### src/include/lsp_pkg.sv
package lsp_pkg;

    // Register byte offsets
    localparam logic [4:0] OFS_STATUS = 5'h00;
    localparam logic [4:0] OFS_CTRL   = 5'h08;
    localparam logic [4:0] OFS_BAUDI  = 5'h0c;
    localparam logic [4:0] OFS_DATA   = 5'h10;
    localparam logic [4:0] OFS_BAUDF  = 5'h14;
    localparam logic [4:0] OFS_WAKE   = 5'h18;

    // Control field positions
    localparam int CB_PSEL  = 0;
    localparam int CB_TRANSMIT_ENABLE  = 1;
    localparam int CB_FLUSH = 2;
    localparam int CB_PDIS  = 3;
    localparam int CB_LOOP  = 4;
    localparam int CB_DTX   = 5;
    localparam int CB_DRX   = 6;
    localparam int CB_WSTP  = 7;
    localparam int CB_RTSTH = 8;
    localparam int CB_CTS_FLOW_ENABLE = 10;
    localparam int CB_RTS_FLOW_ENABLE = 11;
    localparam int CB_WSEL  = 12;
    localparam int CB_SMP   = 14;
    localparam int CTRL_W   = 15;

    // Status field positions
    localparam int SB_PEF  = 0;
    localparam int SB_TXC  = 1;
    localparam int SB_OV   = 2;
    localparam int SB_FU   = 3;
    localparam int SB_HF   = 4;
    localparam int SB_NE   = 5;
    localparam int SB_CTS  = 6;
    localparam int SB_WUF  = 7;
    localparam int SB_NF   = 8;
    localparam int STAT_W  = 9;

    // Reset values
    localparam logic [CTRL_W-1:0] CTRL_RST  = 15'h0200;
    localparam logic [15:0]       BAUDI_RST = 16'h0174;
    localparam logic [7:0]        BAUDF_RST = 8'h00;
    localparam logic [31:0]       WAKE_RST  = 32'h0000_0000;

    // Receive buffer and thresholds
    localparam int         FIFO_DEPTH = 8;
    localparam int         FIFO_AW    = 3;
    localparam logic [3:0] TH_HALF    = 4'h4;
    localparam logic [3:0] TH_3Q      = 4'h6;
    localparam logic [3:0] TH_FULL    = 4'h8;

    // Field encodings
    localparam logic [1:0] WS_START = 2'h0;
    localparam logic [1:0] WS_NONEMPTY = 2'h1;
    localparam logic [1:0] WS_BYTE  = 2'h2;
    localparam logic [1:0] RT_HALF  = 2'h0;
    localparam logic [1:0] RT_FULL  = 2'h2;

    // Frame shape
    localparam logic [2:0] LAST_BIT    = 3'h7;
    localparam logic [2:0] FRAME_BYTES = 3'h4;
    localparam int         SYNC_STAGES = 3;

endpackage

### src/rtl/lsp_bit_timer.sv
`timescale 1ns/1ns
module lsp_bit_timer
    import lsp_pkg::*;
(
    // Clock and control
    input  wire logic        i_clock,
    input  wire logic        i_srst,
    input  wire logic        i_clk_en,
    input  wire logic        i_restart,
    // Divisor fields
    input  wire logic [15:0] i_divisor,
    input  wire logic [7:0]  i_fraction,
    // Bit timing
    output logic      [15:0] o_count,
    output logic             o_bit_end
);
    logic [7:0]  acc;
    logic [8:0]  acc_sum;
    logic [15:0] last;
    logic [15:0] div_safe;

    // Fraction accumulator: a carry stretches this bit by one clock
    assign acc_sum   = {1'b0, acc} + {1'b0, i_fraction};
    assign div_safe  = (i_divisor == 16'h0000) ? 16'h0001 : i_divisor;
    assign last      = div_safe - 16'h0001 + {15'h0000, acc_sum[8]};
    assign o_bit_end = (o_count == last) && !i_restart;

    // Count within the bit, restart re-aligns to a start edge
    always_ff @(posedge i_clock) begin
        if (i_srst) begin
            o_count <= 16'h0000;
            acc     <= 8'h00;
        end else if (i_clk_en) begin
            if (i_restart) begin
                o_count <= 16'h0000;
                acc     <= 8'h00;
            end else if (o_bit_end) begin
                o_count <= 16'h0000;
                acc     <= acc_sum[7:0];
            end else begin
                o_count <= o_count + 16'h0001;
            end
        end
    end

endmodule

### src/rtl/lsp_serial_port.sv
// Added by the designer: the Avalon-MM register port.
`timescale 1ns/1ns
module lsp_serial_port
    import lsp_pkg::*;
(
    // Clock, reset, enable
    input  wire logic        i_clock,
    input  wire logic        i_srst,
    input  wire logic        i_clk_en,
    // Avalon-MM slave
    input  wire logic [4:0]  i_address,
    input  wire logic        i_read,
    input  wire logic        i_write,
    input  wire logic [31:0] i_writedata,
    input  wire logic [3:0]  i_byteenable,
    output logic      [31:0] o_readdata,
    output logic             o_waitrequest,
    // Serial lines
    input  wire logic        i_rx,
    input  wire logic        i_cts,
    output logic             o_tx,
    output logic             o_rts,
    // System side
    output logic             o_wake,
    output logic             o_dma_rx_req,
    output logic             o_dma_tx_req
);
    typedef enum logic [2:0] {
        RX_IDLE, RX_START, RX_DATA, RX_PAR, RX_STOP
    } lsp_rx_state_t;
    typedef enum logic [2:0] {
        TX_IDLE, TX_START, TX_DATA, TX_PAR, TX_STOP
    } lsp_tx_state_t;

    // Registers
    logic [CTRL_W-1:0] ctrl;
    logic [15:0]       baud_int;
    logic [7:0]        baud_frac;
    logic [31:0]       wake_pat;
    logic              flag_nf, flag_wuf, flag_ov, flag_txc, flag_pef;
    logic              ack;

    // Bus decode
    logic [31:0] wmask;
    logic        req, acc_wr, acc_rd;
    logic        sel_stat, sel_ctrl, sel_bi, sel_data, sel_bf, sel_wake;
    logic [31:0] next_rdata;
    logic [31:0] w1c;

    assign req      = i_read | i_write;
    assign acc_wr   = i_write & ack;
    assign acc_rd   = i_read & ack;
    assign sel_stat = (i_address == OFS_STATUS);
    assign sel_ctrl = (i_address == OFS_CTRL);
    assign sel_bi   = (i_address == OFS_BAUDI);
    assign sel_data = (i_address == OFS_DATA);
    assign sel_bf   = (i_address == OFS_BAUDF);
    assign sel_wake = (i_address == OFS_WAKE);
    assign wmask    = {{8{i_byteenable[3]}}, {8{i_byteenable[2]}},
                       {8{i_byteenable[1]}}, {8{i_byteenable[0]}}};
    assign w1c      = (acc_wr && sel_stat) ? (i_writedata & wmask) : 32'h0;
    // One wait cycle per access so read data can come from a flop
    assign o_waitrequest = req & ~ack;

    // Control fields
    logic       smp_one, rts_en, cts_en, stop_wake_en;
    logic       dma_rx_en, dma_tx_en, loop_en, par_dis, par_odd, tx_en;
    logic [1:0] wake_sel, rts_th;
    assign smp_one      = ctrl[CB_SMP];
    assign wake_sel     = ctrl[CB_WSEL+1:CB_WSEL];
    assign rts_en       = ctrl[CB_RTS_FLOW_ENABLE];
    assign cts_en       = ctrl[CB_CTS_FLOW_ENABLE];
    assign rts_th       = ctrl[CB_RTSTH+1:CB_RTSTH];
    assign stop_wake_en = ctrl[CB_WSTP];
    assign dma_rx_en    = ctrl[CB_DRX];
    assign dma_tx_en    = ctrl[CB_DTX];
    assign loop_en      = ctrl[CB_LOOP];
    assign par_dis      = ctrl[CB_PDIS];
    assign tx_en        = ctrl[CB_TRANSMIT_ENABLE];
    assign par_odd      = ctrl[CB_PSEL];

    // Receive buffer
    logic [7:0]         fifo_mem [FIFO_DEPTH];
    logic [FIFO_AW-1:0] wr_ptr, rd_ptr;
    logic [3:0]         fifo_cnt;
    logic               push, pop, flush, fifo_ne, fifo_hf, fifo_fu;
    logic [7:0]         rx_byte;

    assign fifo_ne = (fifo_cnt != 4'h0);
    assign fifo_hf = (fifo_cnt >= TH_HALF);
    assign fifo_fu = (fifo_cnt == TH_FULL);
    assign flush   = acc_wr && sel_ctrl && i_byteenable[0]
                     && i_writedata[CB_FLUSH];
    assign pop     = acc_rd && sel_data && fifo_ne && !flush;

    // Input synchronisers: a change counts once stages two and three agree
    logic [SYNC_STAGES-1:0] rx_sync, cts_sync;
    logic                   rx_pin, cts_pin;
    always_ff @(posedge i_clock) begin
        if (i_srst) begin
            rx_sync  <= '1;
            cts_sync <= '0;
            rx_pin   <= 1'b1;
            cts_pin  <= 1'b0;
        end else if (i_clk_en) begin
            rx_sync  <= {rx_sync[1:0], i_rx};
            cts_sync <= {cts_sync[1:0], i_cts};
            if (rx_sync[1] == rx_sync[2]) rx_pin <= rx_sync[2];
            if (cts_sync[1] == cts_sync[2]) cts_pin <= cts_sync[2];
        end
    end

    // Loopback takes the transmit line in place of the pin
    logic rx_line;
    assign rx_line = loop_en ? o_tx : rx_pin;

    // Receiver timing and sampling
    lsp_rx_state_t rx_state;
    logic [15:0]   rx_count, half;
    logic          rx_end, rx_restart, start_edge;
    logic [2:0]    smp;
    logic          bit_val, noisy, rx_par;
    logic [2:0]    rx_idx;
    logic [7:0]    rx_shift;

    assign half       = baud_int >> 1;
    assign start_edge = (rx_state == RX_IDLE) && !rx_line;
    assign rx_restart = start_edge;
    // Single-sample mode trusts the middle sample and never flags noise
    assign bit_val = smp_one ? smp[1]
                   : ((smp[0] & smp[1]) | (smp[1] & smp[2]) | (smp[0] & smp[2]));
    assign noisy   = !smp_one && ((smp[0] != smp[1]) || (smp[1] != smp[2]));

    lsp_bit_timer u_rx_timer (
        .i_clock    (i_clock),
        .i_srst     (i_srst),
        .i_clk_en   (i_clk_en),
        .i_restart  (rx_restart),
        .i_divisor  (baud_int),
        .i_fraction (baud_frac),
        .o_count    (rx_count),
        .o_bit_end  (rx_end)
    );

    // Samples around mid-bit
    always_ff @(posedge i_clock) begin
        if (i_srst) begin
            smp <= 3'h7;
        end else if (i_clk_en) begin
            if (rx_count == half - 16'h0001) smp[0] <= rx_line;
            if (rx_count == half) smp[1] <= rx_line;
            if (rx_count == half + 16'h0001) smp[2] <= rx_line;
        end
    end

    // Receive frame sequencer
    logic rx_done, rx_noise_ev, rx_perr_ev;
    assign rx_done     = (rx_state == RX_STOP) && rx_end;
    assign push        = rx_done && bit_val && !fifo_fu && !flush;
    assign rx_byte     = rx_shift;
    assign rx_noise_ev = rx_end && (rx_state != RX_IDLE) && noisy;
    assign rx_perr_ev  = (rx_state == RX_PAR) && rx_end
                         && ((^rx_shift ^ par_odd) != bit_val);

    always_ff @(posedge i_clock) begin
        if (i_srst) begin
            rx_state <= RX_IDLE;
            rx_idx   <= 3'h0;
            rx_shift <= 8'h00;
        end else if (i_clk_en) begin
            case (rx_state)
                RX_IDLE: begin
                    if (start_edge) rx_state <= RX_START;
                end
                RX_START: begin
                    if (rx_end) begin
                        rx_idx   <= 3'h0;
                        rx_state <= bit_val ? RX_IDLE : RX_DATA;
                    end
                end
                RX_DATA: begin
                    if (rx_end) begin
                        rx_shift <= {bit_val, rx_shift[7:1]};
                        rx_idx   <= rx_idx + 3'h1;
                        if (rx_idx == LAST_BIT)
                            rx_state <= par_dis ? RX_STOP : RX_PAR;
                    end
                end
                RX_PAR: begin
                    if (rx_end) rx_state <= RX_STOP;
                end
                RX_STOP: begin
                    if (rx_end) rx_state <= RX_IDLE;
                end
                default: rx_state <= RX_IDLE;
            endcase
        end
    end

    // Buffer pointers and storage
    always_ff @(posedge i_clock) begin
        if (i_srst || (i_clk_en && flush)) begin
            wr_ptr   <= '0;
            rd_ptr   <= '0;
            fifo_cnt <= 4'h0;
        end else if (i_clk_en) begin
            if (push) wr_ptr <= wr_ptr + FIFO_AW'(1);
            if (pop) rd_ptr <= rd_ptr + FIFO_AW'(1);
            fifo_cnt <= fifo_cnt + {3'h0, push} - {3'h0, pop};
        end
    end

    always_ff @(posedge i_clock) begin
        if (i_clk_en && push) fifo_mem[wr_ptr] <= rx_byte;
    end

    // RTS level from buffer fill
    logic rts_hit;
    assign rts_hit = rts_th[0] ? (fifo_cnt >= TH_3Q)
                   : (rts_th == RT_HALF) ? fifo_hf : fifo_fu;
    always_ff @(posedge i_clock) begin
        if (i_srst) o_rts <= 1'b0;
        else if (i_clk_en) o_rts <= rts_en && rts_hit;
    end

    // Wake detection; pattern byte 0 is the oldest of a four-byte frame
    logic [31:0] win;
    logic [2:0]  win_cnt;
    logic        wake_ev, byte_ev, frame_ev;
    assign byte_ev  = push && (rx_byte == wake_pat[7:0]);
    assign frame_ev = push && (win_cnt >= FRAME_BYTES - 3'h1)
                      && ({rx_byte, win[31:8]} == wake_pat);
    always_comb begin
        case (wake_sel)
            WS_START:    wake_ev = start_edge;
            WS_NONEMPTY: wake_ev = push && !fifo_ne;
            WS_BYTE:     wake_ev = byte_ev;
            default:     wake_ev = frame_ev;
        endcase
    end

    always_ff @(posedge i_clock) begin
        if (i_srst) begin
            win     <= 32'h0;
            win_cnt <= 3'h0;
            o_wake  <= 1'b0;
        end else if (i_clk_en) begin
            if (push) begin
                win <= {rx_byte, win[31:8]};
                if (win_cnt != FRAME_BYTES) win_cnt <= win_cnt + 3'h1;
            end
            o_wake <= stop_wake_en && wake_ev;
        end
    end

    // Transmitter
    lsp_tx_state_t tx_state;
    logic [7:0]    tx_hold, tx_shift;
    logic          tx_full, tx_go, tx_end, tx_par;
    logic [2:0]    tx_idx;
    logic          tx_load;
    assign tx_load = acc_wr && sel_data && i_byteenable[0];
    // CTS is checked only between frames, so a frame in flight finishes
    assign tx_go   = (tx_state == TX_IDLE) && tx_full && tx_en
                     && !(cts_en && cts_pin);

    lsp_bit_timer u_tx_timer (
        .i_clock    (i_clock),
        .i_srst     (i_srst),
        .i_clk_en   (i_clk_en),
        .i_restart  (tx_go),
        .i_divisor  (baud_int),
        .i_fraction (baud_frac),
        .o_count    (),
        .o_bit_end  (tx_end)
    );

    always_ff @(posedge i_clock) begin
        if (i_srst) begin
            tx_state <= TX_IDLE;
            tx_hold  <= 8'h00;
            tx_full  <= 1'b0;
            tx_shift <= 8'h00;
            tx_idx   <= 3'h0;
            tx_par   <= 1'b0;
            o_tx     <= 1'b1;
        end else if (i_clk_en) begin
            if (tx_load) begin
                tx_hold <= i_writedata[7:0];
                tx_full <= 1'b1;
            end else if (tx_go) begin
                tx_full <= 1'b0;
            end
            case (tx_state)
                TX_IDLE: begin
                    o_tx <= 1'b1;
                    if (tx_go) begin
                        tx_shift <= tx_hold;
                        tx_par   <= ^tx_hold ^ par_odd;
                        tx_idx   <= 3'h0;
                        o_tx     <= 1'b0;
                        tx_state <= TX_START;
                    end
                end
                TX_START: begin
                    if (tx_end) begin
                        o_tx     <= tx_shift[0];
                        tx_state <= TX_DATA;
                    end
                end
                TX_DATA: begin
                    if (tx_end) begin
                        tx_shift <= tx_shift >> 1;
                        tx_idx   <= tx_idx + 3'h1;
                        o_tx     <= tx_shift[1];
                        if (tx_idx == LAST_BIT) begin
                            o_tx     <= par_dis ? 1'b1 : tx_par;
                            tx_state <= par_dis ? TX_STOP : TX_PAR;
                        end
                    end
                end
                TX_PAR: begin
                    if (tx_end) begin
                        o_tx     <= 1'b1;
                        tx_state <= TX_STOP;
                    end
                end
                TX_STOP: begin
                    if (tx_end) tx_state <= TX_IDLE;
                end
                default: tx_state <= TX_IDLE;
            endcase
        end
    end

    // DMA requests
    assign o_dma_rx_req = dma_rx_en && fifo_ne;
    assign o_dma_tx_req = dma_tx_en && !tx_full;

    // Sticky flags: a hardware set wins over a same-cycle software clear
    logic tx_cmpl_ev;
    assign tx_cmpl_ev = (tx_state == TX_STOP) && tx_end && !tx_full;
    always_ff @(posedge i_clock) begin
        if (i_srst) begin
            flag_nf  <= 1'b0;
            flag_wuf <= 1'b0;
            flag_ov  <= 1'b0;
            flag_txc <= 1'b0;
            flag_pef <= 1'b0;
        end else if (i_clk_en) begin
            flag_nf  <= rx_noise_ev | (flag_nf & ~w1c[SB_NF]);
            flag_wuf <= wake_ev | (flag_wuf & ~w1c[SB_WUF]);
            flag_ov  <= (rx_done & fifo_fu) | (flag_ov & ~w1c[SB_OV]);
            flag_txc <= tx_cmpl_ev | (flag_txc & ~w1c[SB_TXC] & ~tx_load);
            flag_pef <= rx_perr_ev | (flag_pef & ~w1c[SB_PEF]);
        end
    end

    // Software registers; flush is a command and is not stored
    always_ff @(posedge i_clock) begin
        if (i_srst) begin
            ctrl      <= CTRL_RST;
            baud_int  <= BAUDI_RST;
            baud_frac <= BAUDF_RST;
            wake_pat  <= WAKE_RST;
            ack       <= 1'b0;
        end else if (i_clk_en) begin
            ack <= req & ~ack;
            if (acc_wr && sel_ctrl) begin
                ctrl <= (ctrl & ~wmask[CTRL_W-1:0])
                        | (i_writedata[CTRL_W-1:0] & wmask[CTRL_W-1:0]);
                ctrl[CB_FLUSH] <= 1'b0;
            end
            if (acc_wr && sel_bi)
                baud_int <= (baud_int & ~wmask[15:0]) | (i_writedata[15:0] & wmask[15:0]);
            if (acc_wr && sel_bf && i_byteenable[0])
                baud_frac <= i_writedata[7:0];
            if (acc_wr && sel_wake)
                wake_pat <= (wake_pat & ~wmask) | (i_writedata & wmask);
        end
    end

    // Read mux; unmapped offsets and an empty buffer read zero
    always_comb begin
        next_rdata = 32'h0;
        if (sel_stat)
            next_rdata[STAT_W-1:0] = {flag_nf, flag_wuf, cts_pin, fifo_ne,
                                      fifo_hf, fifo_fu, flag_ov, flag_txc, flag_pef};
        else if (sel_ctrl)
            next_rdata[CTRL_W-1:0] = ctrl;
        else if (sel_bi)
            next_rdata[15:0] = baud_int;
        else if (sel_data)
            next_rdata[7:0] = fifo_ne ? fifo_mem[rd_ptr] : 8'h00;
        else if (sel_bf)
            next_rdata[7:0] = baud_frac;
        else if (sel_wake)
            next_rdata = wake_pat;
    end

    always_ff @(posedge i_clock) begin
        if (i_srst) o_readdata <= 32'h0;
        else if (i_clk_en && i_read && !ack) o_readdata <= next_rdata;
    end

endmodule

### config.mk
export PLATFORM = sky130hd
export DESIGN_NAME = lsp_serial_port
export DESIGN_NICKNAME = d
export VERILOG_FILES = /design/src/include/lsp_pkg.sv /design/src/rtl/lsp_bit_timer.sv /design/src/rtl/lsp_serial_port.sv
export SDC_FILE = /design/constraint.sdc
export NUM_CORES = 1
export LEC_CHECK = 0
export BUFFER_PORTS_ARGS = -buffer_cell sky130_fd_sc_hd__buf_2
export CAP_MARGIN = 20
export CORE_MARGIN = 2
export CORE_UTILIZATION = 45
export DETAILED_ROUTE_END_ITERATION = 10
export PLACE_DENSITY = 0.62
export SLEW_MARGIN = 25
export SYNTH_ARGS = -nofsm -noshare
export SYNTH_HDL_FRONTEND = slang
export SYNTH_HIERARCHICAL = 1
export SYNTH_SLANG_ARGS = --single-unit
### constraint.sdc
create_clock -name i_clock -period 6.3 [get_ports i_clock]
set_input_delay 1.26 -clock i_clock [delete_from_list [all_inputs] [get_ports i_clock]]
set_output_delay 1.26 -clock i_clock [all_outputs]
set_load 0.1 [all_outputs]
==> key figures <==
Status
  – Status: complete, no violations

STA
  – Fmax: 171 MHz
  – Rel. slew slack: 0.320
  – Total Neg Setup Slack: 0 ns
  – Final period util: 0.929
  – Setup Skew: between 0.02 and 0.025 ns
  – Final worst slack: 0.445 ns
  – Final worst path period need: 5.86 ns
  – Final setup violation count: 0
  – Final hold violation count: 0
  – Max-slew violation total from the final report: 0
  – Worst slew pin tran: about 1 ns

Finish
  – Antenna diodes: 0
  – Final net count: 1982
  – Syn-to-layout area delta: 12.4%
  – Final Cell Area: 18800 µm²
  – Fill cells: 3422
  – Share of cells above drive strength 1: 0.126

GRT
  – Vias in the first global route: 13600
  – Grt total ovfl: 0
  – Global router's overall resource usage: 0.245
  – First-pass GRT wire length: 74600 µm
  – Antenna violations before repair: 0
  – Pin count of the biggest net entering global routing: 104

Placement
  – Post-DP Area: roughly 18000 µm²
  – Worst slack, placed: 0.0998 ns
  – Final HPWL from detailed placement: 33100 µm
  – IO Port Bufs: 85
  – Placer Congestion: roughly 0.9

Clock network
  – Worst skew pair latency: ~0.55 ns
  – Clk buf depth: 3
  – # clock sinks: 312
  – Reg clk slew, reported paths: 0.06 ns
  – Num CTS Buffers: 35
  – Clock Tree Root: clkbuf_16
  – CTS H-tree lvls: 2
  – CTS tree: done

Floorplan
  – Core area: about 37000 µm²
  – I/O pin count: 86
  – Starting Density: 0.457
  – Die X-Extent: 197 µm
  – Die Ht: 197 µm
  – DIE AREA: about 39000 µm²
  – Row count: 70

Worst setup path
  – CP peak stage delay: 0.52 ns
  – Worst setup EP type: flop
  – Crit path arrival time: 6.26 ns
  – Slowest-stage cell, CP: or4bb_4
  – Worst Path Required: 6.70 ns
  – CP Launch Type: flop
  – Critical Path Fanout Max: 12
  – Crit path kind: reg -> reg
  – CP top delay family: simple AND/OR/NAND/NOR gates
  – CP bufs+invs: 4

Detailed routing
  – Vias/cell: 5.87
  – Routed len/inst: 19.9 µm
  – Pre-antenna DRT Iters: 7
  – Via count: 13900
  – Final WL: 47400 µm
  – Initial DRC count: 1100
  – DRC violations left: 0
  – Antenna Nets Post-Route: 0

Synth
  – Warnings from Yosys: 6
  – Post-synth cell types: 86
  – Top-area cell type share of the netlist area: 0.297
  – Post-synth top cells: 248 x dfxtp_1, 188 x nand2_1, 160 x nor2_1
  – Cell area after synthesis: 16700 µm²
  – Count leader, synth: dfxtp_1
  – Synth Flop Type: dfxtp_1
  – Top cells by area, synth: dfxtp_1 30%, edfxtp_1 11%, mux2i_1 5.9%
  – Seq/Total Area, Yosys: 0.412
  – #FFs+latches synth: about 310
  – Post-synth EDFFs: 64
  – Synth Instances: 1831
  – Post-synth net total: roughly 1900
  – Post-Syn Area per Cell: about 9.1 µm²
  – Post-synth top area cell: dfxtp_1
  – Ys async rst share: 0

Power and ir drop
  – Maximum vdd drop: 0.237 mV
  – Cell Pwr Density: about 230 nW/µm²
  – Pleak: 0.00698 µW

Flow run
  – MaxCap Viol Count: 0

Min path
  – HP Class: reg -> reg
[routing by layer]
| layer | up-vias | share of wire | track usage |
|---|---|---|---|
| met1 | 6704 | 0.44 | 0.318 |
| met3 | 101 | 0.054 | 0.0325 |
| met5 | - | 0 | 0 |
| li1 | 6698 | - | - |
| met4 | 0 | 0.033 | 0.101 |
| met2 | 446 | 0.47 | 0.411 |
[area by class of cell]
type                    count  area [µm²]  share of cell area
inverters                  42         158             0.00838
well taps                 468         586              0.0311
flip-flops and latches    312        6890               0.366
repair buffers            130         793              0.0422
multi-input cells        1364        9270               0.493
clock inverters            13         136             0.00725
clock buffers              49         978              0.0520
[cells in the final DEF (no fill, tap or decap), types with 17 or more instances in the layout]
master and instances:
a211oi_1 25, a21oi_1 124, and3_1 19, buf_2 84, buf_4 43, clkbuf_16 35
dfxtp_1 247, edfxtp_1 64, ha_1 44, inv_1 42, mux2i_1 99, nand2_1 188
nand2b_1 27, nand3_1 93, nand4_1 33, nor2_1 158, nor2b_1 17, nor3_1 54
nor4_1 21, o211ai_1 19, o21ai_0 41, xnor2_1 94, xor2_1 79
[where the power goes]
group | internal (µW) | leakage, µW | switching (µW)
logic | 52.8 | 0.00372 | 162
registers | 2040 | 0.00271 | 17.3
clock network | 1170 | 0.000546 | 836
[metrics by stage]
step                      instances  total power, µW  hold WS [ns]  utilization
after CTS                      2376             4320         0.450        0.511
final                          2378             4290         0.445        0.514
after global routing           2378             4410         0.470        0.514
after global placement         2314             2310         0.437        0.481
after detailed placement       2314             2310         0.440        0.481
after floorplan                1831             2240         0.430            -
[worst register-to-register path, delay by kind of cell, from the launching register on]
| kind | cells | cell delay (ns) |
|---|---|---|
| AND/OR/NAND/NOR | 10 | 2.28 |
| AO/OA/AOI/OAI | 8 | 1.37 |
| buffers and inverters | 4 | 0.71 |
| adder cells (fa/ha/maj) | 3 | 0.66 |
| flip-flops | 1 | 0.31 |
| multiplexers | 1 | 0.23 |
| XOR/XNOR | 1 | 0.17 |
[logic make-up after synthesis]
kind of cell | count (synthesis) | synth area share
AO/OA/AOI/OAI | 306 | 0.118
XOR/XNOR | 173 | 0.0906
adder cells (fa/ha/maj) | 49 | 0.0380
buffers and inverters | 155 | 0.0378
flip-flops | 312 | 0.412
multiplexers | 117 | 0.0821
AND/OR/NAND/NOR | 719 | 0.222
[what timing repair did]
item / CTS / global route
hold buffers: 0 / 0
gates resized for setup: 0 / 10
setup endpoints to repair: 0 / 100
buffers inserted: 0 / 1
[final timing paths]
check | startpoint | to | slack (ns) | cells past startpoint
max | baud_frac[0] | win_cnt[1] | 0.44 | 27
max reg2reg | baud_frac[0] | win_cnt[1] | 0.44 | 27
min reg2reg | o_readdata[31] | o_readdata[31] | 0.44 | 2
min | o_readdata[31] | o_readdata[31] | 0.44 | 2
(Power assumes the default switching activity.)
